File: src/inc/pfc_defs.vh
`ifndef PFC_DEFS_VH
`define PFC_DEFS_VH

// register byte offsets inside the block window
`define PFC_REG_KEY 8'h00
`define PFC_REG_43_40 8'h28
`define PFC_REG_47_44 8'h2C
`define PFC_REG_49_48 8'h30

// default unlock key value (arbitrary)
`define PFC_KEY_DEFAULT 32'h00000073

// field positions inside one 8-bit pad lane
`define PFC_LANE_W 8
`define PFC_FSEL_HI 4
`define PFC_FSEL_LO 3
`define PFC_STRNG_BIT 2
`define PFC_INPEN_BIT 1
`define PFC_PULL_BIT 0

// lane reset: function select 3 (gpio), all other bits 0
`define PFC_LANE_RESET 5'h18

// function select codes
`define PFC_SEL0 2'h0
`define PFC_SEL1 2'h1
`define PFC_SEL2 2'h2
`define PFC_SEL_GPIO 2'h3

// ahb encodings
`define PFC_HSIZE_WORD 3'h2
`define PFC_HRESP_OKAY 1'h0

`endif

File: src/rtl/pfc_pad_lane.v
`timescale 1ns/100ps
`default_nettype none
`include "pfc_defs.vh"

module pfc_pad_lane (
  input wire clock,
  input wire nrst,
  input wire wrEn,
  input wire [4:0] wrData,
  output wire [7:0] laneOut
);

  reg [4:0] lane_r;

  // lane storage; reserved bits 7:5 are never stored
  always @(posedge clock) begin
    if (!nrst) begin
      lane_r <= `PFC_LANE_RESET;
    end else if (wrEn) begin
      lane_r <= wrData;
    end
  end

  assign laneOut = {3'h0, lane_r};

endmodule

`default_nettype wire

File: src/rtl/pfc_ahb_slave.v
`timescale 1ns/100ps
`default_nettype none
`include "pfc_defs.vh"

module pfc_ahb_slave (
  input wire clock,
  input wire nrst,
  input wire hsel,
  input wire [31:0] haddr,
  input wire [1:0] htrans,
  input wire hwrite,
  input wire [2:0] hsize,
  input wire [31:0] hwdata,
  input wire hready,
  output wire hreadyout,
  output wire hresp,
  output wire [31:0] hrdata,
  output wire [7:0] rdAddr,
  input wire [31:0] rdData,
  output wire wrStrobe,
  output wire [7:0] wrAddr,
  output wire [31:0] wrData
);

  reg wrPend_r;
  reg [7:0] wrAddr_r;
  reg [31:0] hrdata_r;
  wire accept;

  // address phase taken only for a selected nonseq/seq transfer
  assign accept = hsel & htrans[1] & hready;
  assign rdAddr = haddr[7:0];

  // write is remembered for its data phase; only whole words are honoured
  always @(posedge clock) begin
    if (!nrst) begin
      wrPend_r <= 1'b0;
      wrAddr_r <= 8'h00;
    end else if (hready) begin
      wrPend_r <= accept & hwrite & (hsize == `PFC_HSIZE_WORD);
      wrAddr_r <= haddr[7:0];
    end
  end

  // read data sampled at the address phase so it stands in the data phase
  always @(posedge clock) begin
    if (!nrst) begin
      hrdata_r <= 32'h00000000;
    end else if (accept & ~hwrite) begin
      hrdata_r <= rdData;
    end
  end

  // zero wait state, always okay: the register file never stalls
  assign hreadyout = 1'b1;
  assign hresp = `PFC_HRESP_OKAY;
  assign hrdata = hrdata_r;
  assign wrStrobe = wrPend_r;
  assign wrAddr = wrAddr_r;
  assign wrData = hwdata;

endmodule

`default_nettype wire

File: src/rtl/pfc_pad_config.v
// Implementation choice: the AHB-Lite slave port.
`timescale 1ns/100ps
`default_nettype none
`include "pfc_defs.vh"

// Function
// - pad 41 select: 0 adc trigger 4, 1 off, 2 trace out, 3 gpio; reset 3
// - pad 40 select: 0 adc trigger 3, 1 uart receive, 2 off, 3 gpio
// - pad 47 select: 0 off, 1 master0 chip select 5, 2 timer b2, 3 gpio
// - pad 46 select: 0 off, 1 master0 chip select 4, 2 timer a2, 3 gpio
// - pad 45 select: 0 off, 1 master0 chip select 3, 2 timer b1, 3 gpio
// - pad 44 select: 0 adc trigger 7, 1 chip select 2, 2 timer a1, 3 gpio
// - pad 49 select: 0 off, 1 master0 chip select 7, 2 timer b3, 3 gpio
// - pad 48 select: 0 off, 1 master0 chip select 6, 2 timer a3, 3 gpio
// - each pad has a drive strength bit, 1 high, reset 0
// - each pad has an input enable bit, 1 enabled, reset 0
// - each pad has a pull-up enable bit, 1 enabled, reset 0
// - pad register writes only take effect while the key has unlocked them
// - pads 47..44 packed in 8-bit lanes, selects at 28:27, 20:19, 12:11, 4:3
// - last register holds pads 49, 48 only; bits 31:13 and reserved read zero

module pfc_pad_config #(
  parameter [31:0] UNLOCK_KEY = `PFC_KEY_DEFAULT
) (
  input wire clock,
  input wire nrst,
  input wire hsel,
  input wire [31:0] haddr,
  input wire [1:0] htrans,
  input wire hwrite,
  input wire [2:0] hsize,
  input wire [31:0] hwdata,
  input wire hready,
  output wire hreadyout,
  output wire hresp,
  output wire [31:0] hrdata,
  input wire [9:0] padIn,
  output wire [9:0] padOut,
  output wire [9:0] padOutEn,
  output wire [9:0] padDriveHigh,
  output wire [9:0] padInputEn,
  output wire [9:0] padPullupEn,
  output wire adcTrigger3Input,
  output wire adcTrigger4Input,
  output wire adcTrigger5Input,
  output wire adcTrigger6Input,
  output wire adcTrigger7Input,
  output wire uartReceiveInput,
  input wire debugTraceOutput,
  input wire [7:0] master0ChipSelectN,
  input wire [7:0] timerPinOut,
  input wire [7:0] timerPinOutEn,
  output wire [7:0] timerPinIn,
  input wire [9:0] gpioOut,
  input wire [9:0] gpioOutEn,
  output wire [9:0] gpioIn,
  output wire keyUnlocked
);

  wire [7:0] rdAddr;
  wire wrStrobe;
  wire [7:0] wrAddr;
  wire [31:0] wrData;
  reg [31:0] rdData;
  wire [79:0] laneBits;
  wire [2:0] regWr;
  wire [9:0] padInQ;
  wire [1:0] fsel [0:9];
  reg keyUnlocked_r;

  reg [9:0] padOut_r;
  reg [9:0] padOutEn_r;
  reg [4:0] adcTrig_r;
  reg uart_receive_input_r;
  reg [7:0] timerIn_r;
  reg [9:0] gpioIn_r;

  reg [9:0] padOut_nxt;
  reg [9:0] padOutEn_nxt;
  reg [4:0] adcTrig_nxt;
  reg uart_receive_input_nxt;
  reg [7:0] timerIn_nxt;
  reg [9:0] gpioIn_nxt;

  // bus front end, zero wait state
  pfc_ahb_slave u_bus (
    .clock(clock),
    .nrst(nrst),
    .hsel(hsel),
    .haddr(haddr),
    .htrans(htrans),
    .hwrite(hwrite),
    .hsize(hsize),
    .hwdata(hwdata),
    .hready(hready),
    .hreadyout(hreadyout),
    .hresp(hresp),
    .hrdata(hrdata),
    .rdAddr(rdAddr),
    .rdData(rdData),
    .wrStrobe(wrStrobe),
    .wrAddr(wrAddr),
    .wrData(wrData)
  );

  // key: writing the key value unlocks, any other value locks again
  always @(posedge clock) begin
    if (!nrst) begin
      keyUnlocked_r <= 1'b0;
    end else if (wrStrobe && (wrAddr == `PFC_REG_KEY)) begin
      keyUnlocked_r <= (wrData == UNLOCK_KEY);
    end
  end

  assign keyUnlocked = keyUnlocked_r;

  // pad register writes gated by the key; a locked write just vanishes
  assign regWr[0] = wrStrobe & keyUnlocked_r & (wrAddr == `PFC_REG_43_40);
  assign regWr[1] = wrStrobe & keyUnlocked_r & (wrAddr == `PFC_REG_47_44);
  assign regWr[2] = wrStrobe & keyUnlocked_r & (wrAddr == `PFC_REG_49_48);

  // one lane per pad: pad 40+g sits in register g/4, byte lane g%4
  genvar g;
  generate
    for (g = 0; g < 10; g = g + 1) begin : gLane
      pfc_pad_lane u_lane (
        .clock(clock),
        .nrst(nrst),
        .wrEn(regWr[g / 4]),
        .wrData(wrData[(g % 4) * `PFC_LANE_W +: 5]),
        .laneOut(laneBits[g * `PFC_LANE_W +: `PFC_LANE_W])
      );
      assign fsel[g] = laneBits[g * `PFC_LANE_W + `PFC_FSEL_LO +: 2];
      assign padDriveHigh[g] = laneBits[g * `PFC_LANE_W + `PFC_STRNG_BIT];
      assign padInputEn[g] = laneBits[g * `PFC_LANE_W + `PFC_INPEN_BIT];
      assign padPullupEn[g] = laneBits[g * `PFC_LANE_W + `PFC_PULL_BIT];
    end
  endgenerate

  // read mux; lanes carry zero in their reserved bits, unmapped reads zero
  always @* begin
    case (rdAddr)
      `PFC_REG_KEY: rdData = {31'h00000000, keyUnlocked_r};
      `PFC_REG_43_40: rdData = laneBits[31:0];
      `PFC_REG_47_44: rdData = laneBits[63:32];
      `PFC_REG_49_48: rdData = {16'h0000, laneBits[79:64]};
      default: rdData = 32'h00000000;
    endcase
  end

  // a pad whose input path is off presents a steady low inward
  assign padInQ = padIn & padInputEn;

  // function routing; unrouted peripheral inputs rest low, uart rx idles high
  always @* begin
    padOut_nxt = 10'h000;
    padOutEn_nxt = 10'h000;
    adcTrig_nxt = 5'h00;
    uart_receive_input_nxt = 1'b1;
    timerIn_nxt = 8'h00;
    gpioIn_nxt = 10'h000;

    // pad 40
    case (fsel[0])
      `PFC_SEL0: adcTrig_nxt[0] = padInQ[0];
      `PFC_SEL1: uart_receive_input_nxt = padInQ[0];
      `PFC_SEL2: padOutEn_nxt[0] = 1'b0;
      default: begin
        padOut_nxt[0] = gpioOut[0];
        padOutEn_nxt[0] = gpioOutEn[0];
        gpioIn_nxt[0] = padInQ[0];
      end
    endcase

    // pad 41
    case (fsel[1])
      `PFC_SEL0: adcTrig_nxt[1] = padInQ[1];
      `PFC_SEL1: padOutEn_nxt[1] = 1'b0;
      `PFC_SEL2: begin
        padOut_nxt[1] = debugTraceOutput;
        padOutEn_nxt[1] = 1'b1;
      end
      default: begin
        padOut_nxt[1] = gpioOut[1];
        padOutEn_nxt[1] = gpioOutEn[1];
        gpioIn_nxt[1] = padInQ[1];
      end
    endcase

    // pad 42
    case (fsel[2])
      `PFC_SEL0: adcTrig_nxt[2] = padInQ[2];
      `PFC_SEL1: begin
        padOut_nxt[2] = master0ChipSelectN[0];
        padOutEn_nxt[2] = 1'b1;
      end
      `PFC_SEL2: begin
        padOut_nxt[2] = timerPinOut[0];
        padOutEn_nxt[2] = timerPinOutEn[0];
        timerIn_nxt[0] = padInQ[2];
      end
      default: begin
        padOut_nxt[2] = gpioOut[2];
        padOutEn_nxt[2] = gpioOutEn[2];
        gpioIn_nxt[2] = padInQ[2];
      end
    endcase

    // pad 43
    case (fsel[3])
      `PFC_SEL0: adcTrig_nxt[3] = padInQ[3];
      `PFC_SEL1: begin
        padOut_nxt[3] = master0ChipSelectN[1];
        padOutEn_nxt[3] = 1'b1;
      end
      `PFC_SEL2: begin
        padOut_nxt[3] = timerPinOut[1];
        padOutEn_nxt[3] = timerPinOutEn[1];
        timerIn_nxt[1] = padInQ[3];
      end
      default: begin
        padOut_nxt[3] = gpioOut[3];
        padOutEn_nxt[3] = gpioOutEn[3];
        gpioIn_nxt[3] = padInQ[3];
      end
    endcase

    // pad 44
    case (fsel[4])
      `PFC_SEL0: adcTrig_nxt[4] = padInQ[4];
      `PFC_SEL1: begin
        padOut_nxt[4] = master0ChipSelectN[2];
        padOutEn_nxt[4] = 1'b1;
      end
      `PFC_SEL2: begin
        padOut_nxt[4] = timerPinOut[2];
        padOutEn_nxt[4] = timerPinOutEn[2];
        timerIn_nxt[2] = padInQ[4];
      end
      default: begin
        padOut_nxt[4] = gpioOut[4];
        padOutEn_nxt[4] = gpioOutEn[4];
        gpioIn_nxt[4] = padInQ[4];
      end
    endcase

    // pads 45 to 49 share one pattern: off, chip select, timer pin, gpio
    case (fsel[5])
      `PFC_SEL0: padOutEn_nxt[5] = 1'b0;
      `PFC_SEL1: begin
        padOut_nxt[5] = master0ChipSelectN[3];
        padOutEn_nxt[5] = 1'b1;
      end
      `PFC_SEL2: begin
        padOut_nxt[5] = timerPinOut[3];
        padOutEn_nxt[5] = timerPinOutEn[3];
        timerIn_nxt[3] = padInQ[5];
      end
      default: begin
        padOut_nxt[5] = gpioOut[5];
        padOutEn_nxt[5] = gpioOutEn[5];
        gpioIn_nxt[5] = padInQ[5];
      end
    endcase

    case (fsel[6])
      `PFC_SEL0: padOutEn_nxt[6] = 1'b0;
      `PFC_SEL1: begin
        padOut_nxt[6] = master0ChipSelectN[4];
        padOutEn_nxt[6] = 1'b1;
      end
      `PFC_SEL2: begin
        padOut_nxt[6] = timerPinOut[4];
        padOutEn_nxt[6] = timerPinOutEn[4];
        timerIn_nxt[4] = padInQ[6];
      end
      default: begin
        padOut_nxt[6] = gpioOut[6];
        padOutEn_nxt[6] = gpioOutEn[6];
        gpioIn_nxt[6] = padInQ[6];
      end
    endcase

    case (fsel[7])
      `PFC_SEL0: padOutEn_nxt[7] = 1'b0;
      `PFC_SEL1: begin
        padOut_nxt[7] = master0ChipSelectN[5];
        padOutEn_nxt[7] = 1'b1;
      end
      `PFC_SEL2: begin
        padOut_nxt[7] = timerPinOut[5];
        padOutEn_nxt[7] = timerPinOutEn[5];
        timerIn_nxt[5] = padInQ[7];
      end
      default: begin
        padOut_nxt[7] = gpioOut[7];
        padOutEn_nxt[7] = gpioOutEn[7];
        gpioIn_nxt[7] = padInQ[7];
      end
    endcase

    case (fsel[8])
      `PFC_SEL0: padOutEn_nxt[8] = 1'b0;
      `PFC_SEL1: begin
        padOut_nxt[8] = master0ChipSelectN[6];
        padOutEn_nxt[8] = 1'b1;
      end
      `PFC_SEL2: begin
        padOut_nxt[8] = timerPinOut[6];
        padOutEn_nxt[8] = timerPinOutEn[6];
        timerIn_nxt[6] = padInQ[8];
      end
      default: begin
        padOut_nxt[8] = gpioOut[8];
        padOutEn_nxt[8] = gpioOutEn[8];
        gpioIn_nxt[8] = padInQ[8];
      end
    endcase

    case (fsel[9])
      `PFC_SEL0: padOutEn_nxt[9] = 1'b0;
      `PFC_SEL1: begin
        padOut_nxt[9] = master0ChipSelectN[7];
        padOutEn_nxt[9] = 1'b1;
      end
      `PFC_SEL2: begin
        padOut_nxt[9] = timerPinOut[7];
        padOutEn_nxt[9] = timerPinOutEn[7];
        timerIn_nxt[7] = padInQ[9];
      end
      default: begin
        padOut_nxt[9] = gpioOut[9];
        padOutEn_nxt[9] = gpioOutEn[9];
        gpioIn_nxt[9] = padInQ[9];
      end
    endcase
  end

  // routed signals are retimed: one cycle of latency buys glitch-free
  // outputs when a select changes under a live peripheral
  always @(posedge clock) begin
    if (!nrst) begin
      padOut_r <= 10'h000;
      padOutEn_r <= 10'h000;
      adcTrig_r <= 5'h00;
      uart_receive_input_r <= 1'b1;
      timerIn_r <= 8'h00;
      gpioIn_r <= 10'h000;
    end else begin
      padOut_r <= padOut_nxt;
      padOutEn_r <= padOutEn_nxt;
      adcTrig_r <= adcTrig_nxt;
      uart_receive_input_r <= uart_receive_input_nxt;
      timerIn_r <= timerIn_nxt;
      gpioIn_r <= gpioIn_nxt;
    end
  end

  assign padOut = padOut_r;
  assign padOutEn = padOutEn_r;
  assign adcTrigger3Input = adcTrig_r[0];
  assign adcTrigger4Input = adcTrig_r[1];
  assign adcTrigger5Input = adcTrig_r[2];
  assign adcTrigger6Input = adcTrig_r[3];
  assign adcTrigger7Input = adcTrig_r[4];
  assign uartReceiveInput = uart_receive_input_r;
  assign timerPinIn = timerIn_r;
  assign gpioIn = gpioIn_r;

endmodule

`default_nettype wire

File: config.mk
export PLATFORM = sky130hd
export DESIGN_NAME = pfc_pad_config
export DESIGN_NICKNAME = d
export VERILOG_FILES = /design/src/rtl/pfc_pad_lane.v /design/src/rtl/pfc_ahb_slave.v /design/src/rtl/pfc_pad_config.v
export VERILOG_INCLUDE_DIRS = /design/src /design/src/inc
export SDC_FILE = /design/constraint.sdc
export NUM_CORES = 1
export LEC_CHECK = 0
export BUFFER_PORTS_ARGS = -buffer_cell sky130_fd_sc_hd__buf_2
export CORE_UTILIZATION = 40
export CTS_BUF_LIST = sky130_fd_sc_hd__clkbuf_2
export CTS_CLUSTER_SIZE = 12
export DETAILED_ROUTE_END_ITERATION = 10
export GPL_TIMING_DRIVEN = 1
export PLACE_DENSITY_LB_ADDON = 0.05
export SLEW_MARGIN = 15
export SYNTH_ARGS = -nofsm -noshare
export SYNTH_HDL_FRONTEND = slang
export SYNTH_SLANG_ARGS = --single-unit
File: constraint.sdc
create_clock -name clock -period 1.8 [get_ports clock]
set_input_delay 0.45 -clock clock [delete_from_list [all_inputs] [get_ports clock]]
set_output_delay 0.45 -clock clock [all_outputs]
set_load 0.01 [all_outputs]
==> run summary <==
Summing all multi-input logic gate instances after layout gives 2370 µm². STA classifies the critical path startpoint as a flop. The peak supply drop came out at 0.000316 V.

The number of sinks driven by the clock tree is 124. The slowest cell on the critical path is sky130_fd_sc_hd__dfxtp_1. The post-route clock skew came out at 0.0188 ns.

Yosys mapped a number of flops with a built-in enable equal to 0. The worst hold path cell count is 3. The maximum single-stage delay on the critical path is 0.41 ns. The post-route DRC violation count is 0. Based on the critical path, the design can be clocked at up to 0.592 GHz. Ranked by total cell area, the synthesized netlist is headed by sky130_fd_sc_hd__dfxtp_1 (48%), sky130_fd_sc_hd__mux2i_1 (7.8%), sky130_fd_sc_hd__nand2_1 (4.9%). The number of warning messages in the yosys log is 0. The maximum buffer depth of the clock tree is 2. Clock tree synthesis selected as its root buffer the cell sky130_fd_sc_hd__clkbuf_2. The number of violations of the max-capacitance limit is 0. After synthesis, the largest area contributor takes up 48.1% of total cell area.

The flow ran to the end, and the final reports show no timing, DRC or antenna violations. Once layout is complete, the utilization of the core stands at 55.0%. The worst path in the final design needs a cycle of 1.69 ns, including I/O delays and setup. The power per standard cell area is 690 nW/µm².

Setup repair after global routing left no endpoint under its margin. The final-report max-slew violation count came out at 0. The critical path capture point type is an output pin. The count of antenna-violating nets left after detailed routing came out at 0.

In this run the standard cell core region covers 12,600 µm². The post-DP HPWL is 10.7 mm. The count of final setup violators came out at 0. sky130_fd_sc_hd__dfxtp_1 takes more of the synthesized area than any other cell. The floorplan step defined a die boundary enclosing 13,400 µm². In the layout the commonest cells are sky130_fd_sc_hd__buf_2 (197), sky130_fd_sc_hd__dfxtp_1 (113), sky130_fd_sc_hd__nand2_1 (68), sky130_fd_sc_hd__dlygate4sd3_1 (41), sky130_fd_sc_hd__mux2i_1 (40). The synthesized area per cell came out at 9.17 µm². The final worst-path cycle share came out at 93.8%. Among cell families on the critical path, the largest total delay comes from flip-flops. The CTS tree is done. The number of placement rows came out at 41. The final routed wire length divided by cell count came out at 14.8 µm. The number of failing hold endpoints at the final stage is 0. The floorplan step set the die width to 116 µm.

The number of global-route vias before repair came to 4,480. The aggregate negative setup slack is 0 ns. In this run the number of H-tree levels came out at 4. The average vias per placed instance came out at 4.90.

Global routing consumed, over all layers together, 22.3% of the routing resources. The required time at the worst-slack endpoint came out at 1.35 ns. Of all flip-flops after synthesis, the portion carrying an async set or reset was 0%.

The mapped cell area is 5160 µm². The share of final-layout standard cells stronger than drive strength 1 came out at 31.8%. The vertical extent of the die is 116 µm.

The first-pass GRT wire length is 22.3 mm. The commonest non-fill, non-tap cell in the layout is sky130_fd_sc_hd__buf_2. The gate count after technology mapping came out at 563. The effective utilization at floorplan came out at 40.9%.

Traced cell by cell, the critical path runs through buf_2. The number of storage elements in the synthesis netlist came out at 124. The first-pass iteration count of the detailed router is 4. Buffers added to address setup during post-CTS repair amount to 0. The routed via count came out at 4,813.

Headroom to the max-slew limit came out at 50.8%. The number of distinct library cells after synthesis came out at 45. The total length of routed wires came out at 14.5 mm. The leakage power is 3.51 nW.

At the pin with the least slew margin, the transition time is 0.737 ns. From synthesis to final layout, the design area changed by 34.5%. The initial DRC count came out at 200. For the worst setup path, the data arrival time is 1.24 ns.

The final-layout fill cell count came out at 1,268. The number of antenna violations at the first check in global routing came out at 0. The final net count came out at 941. In this run the number of cells on the critical path is 1.

The worst hold path belongs to the class primary input to flop. The final global-route overflow total came out at 0. The final weighted congestion in routability-driven placement came out at 0.819. 0 antenna diodes ended up in the layout. The worst slack on hold paths is 0.0630 ns. The sequential cells in the finished layout cover a total of 2500 µm². For this run, the leading register cell type out of synthesis is sky130_fd_sc_hd__dfxtp_1. The sequential element share of the synthesized area is 48.1%. The number of buffer and inverter instances along the worst setup path is 1.

In this run the worst path has a maximum fanout of 3. Entering global routing, the biggest net connects 64 pins. The count of input and output buffers came out at 198.

The clock insertion delay at the later pin of the skew report is 0.68 ns. The I/O pin count is 238. Clock-pin slew was measured on the worst setup and hold paths at 0.16 ns. The number of buffers inserted during clock tree synthesis is 17.

The number of cells on the worst reg-to-reg path is 5. The critical path is of the flop to output pin type.
==> cell families after synthesis <==
kind of cell             Yosys count  synth area share (%)
AO/OA/AOI/OAI                     99                  12.4
XOR/XNOR                           1                 0.170
adder cells (fa/ha/maj)           13                  3.15
buffers and inverters             73                  6.77
flip-flops                       124                  48.1
multiplexers                      42                  8.20
other                              2                 0.146
AND/OR/NAND/NOR                  209                  21.0
==> stage by stage <==
stage	total power [W]	setup slack, ns	instances	area, µm²
floorplan	0.00305	0.216	575	5200
detailed placement	0.00324	-0.00623	911	6320
CTS	0.00486	0.00256	981	6910
global placement	0.00323	0.0122	911	6320
global route	0.00504	0.00304	983	6940
finish	0.00479	0.111	983	6940
==> path summary, 6_finish.rpt <==
| kind | from | to | slack [ns] |
|---|---|---|---|
| max reg2reg | gLane[3].u_lane.lane_r[3] | padOutEn[3] | 0.14 |
| max | gLane[1].u_lane.lane_r[0] | padPullupEn[1] | 0.11 |
| min reg2reg | u_bus.hrdata[8] | u_bus.hrdata[8] | 0.46 |
| min | hwdata[4] | gLane[8].u_lane.lane_r[4] | 0.06 |
==> report_power, final <==
group | switching (W) | total, W | internal (W)
clock | 0.000960 | 0.00154 | 0.000582
sequential | 0.0000139 | 0.00279 | 0.00278
combinational | 0.000216 | 0.000454 | 0.000239
total | 0.00119 | 0.00479 | 0.00360
==> final cells by class <==
class	count	area share, %
tap	172	3.10
clock inverter	14	1.59
inverter	20	1.08
sequential	124	36.0
timing repair buffer	258	22.8
clock buffer	17	1.23
multi-input combinational	378	34.2
==> synth_stat cells (4+ instances only) <==
| library cell | number |
|---|---|
| sky130_fd_sc_hd__and2_1 | 10 |
| sky130_fd_sc_hd__dfxtp_1 | 124 |
| sky130_fd_sc_hd__nor3_1 | 5 |
| sky130_fd_sc_hd__buf_2 | 4 |
| sky130_fd_sc_hd__a22oi_1 | 20 |
| sky130_fd_sc_hd__nor2b_1 | 19 |
| sky130_fd_sc_hd__nand3_1 | 36 |
| sky130_fd_sc_hd__nand2_1 | 68 |
| sky130_fd_sc_hd__ha_1 | 13 |
| sky130_fd_sc_hd__clkbuf_1 | 26 |
| sky130_fd_sc_hd__o21ai_1 | 9 |
| sky130_fd_sc_hd__nand4_1 | 10 |
| sky130_fd_sc_hd__buf_4 | 16 |
| sky130_fd_sc_hd__a21boi_0 | 11 |
| sky130_fd_sc_hd__a2bb2oi_1 | 9 |
| sky130_fd_sc_hd__nor4_1 | 6 |
| sky130_fd_sc_hd__o21ai_0 | 32 |
| sky130_fd_sc_hd__nor2_1 | 28 |
| sky130_fd_sc_hd__buf_1 | 4 |
| sky130_fd_sc_hd__mux2i_1 | 40 |
| sky130_fd_sc_hd__inv_1 | 20 |
| sky130_fd_sc_hd__a21oi_1 | 10 |
| sky130_fd_sc_hd__nor3b_1 | 10 |
==> metal layers <==
metal | routed length (µm) | up-vias | track usage (%)
li1 | - | 2399 | -
met3 | 885 | 17 | 5.91
met5 | 0 | - | 0
met1 | 6410 | 2239 | 27.4
met2 | 7070 | 158 | 37.8
met4 | 179 | 0 | 7.36
==> timing repair <==
action,in CTS,in global routing
endpoints found under the setup margin,4,8
gates resized for setup,4,8
hold buffers,39,2
endpoints found under the hold margin,63,2
==> flip-flops by register name, summed over array words and instances (netlist names) <==
name	count
u_bus.hrdata	20
padOut	10
gLane.u_lane.lane_r	50
padOutEn	10
u_bus.wrAddr	8
u_bus.wrStrobe	1
gpioIn	10
adcTrig_r	5
uartReceiveInput	1
timerPinIn	8
keyUnlocked	1
No activity file was read; power rests on OpenSTA's default activity.
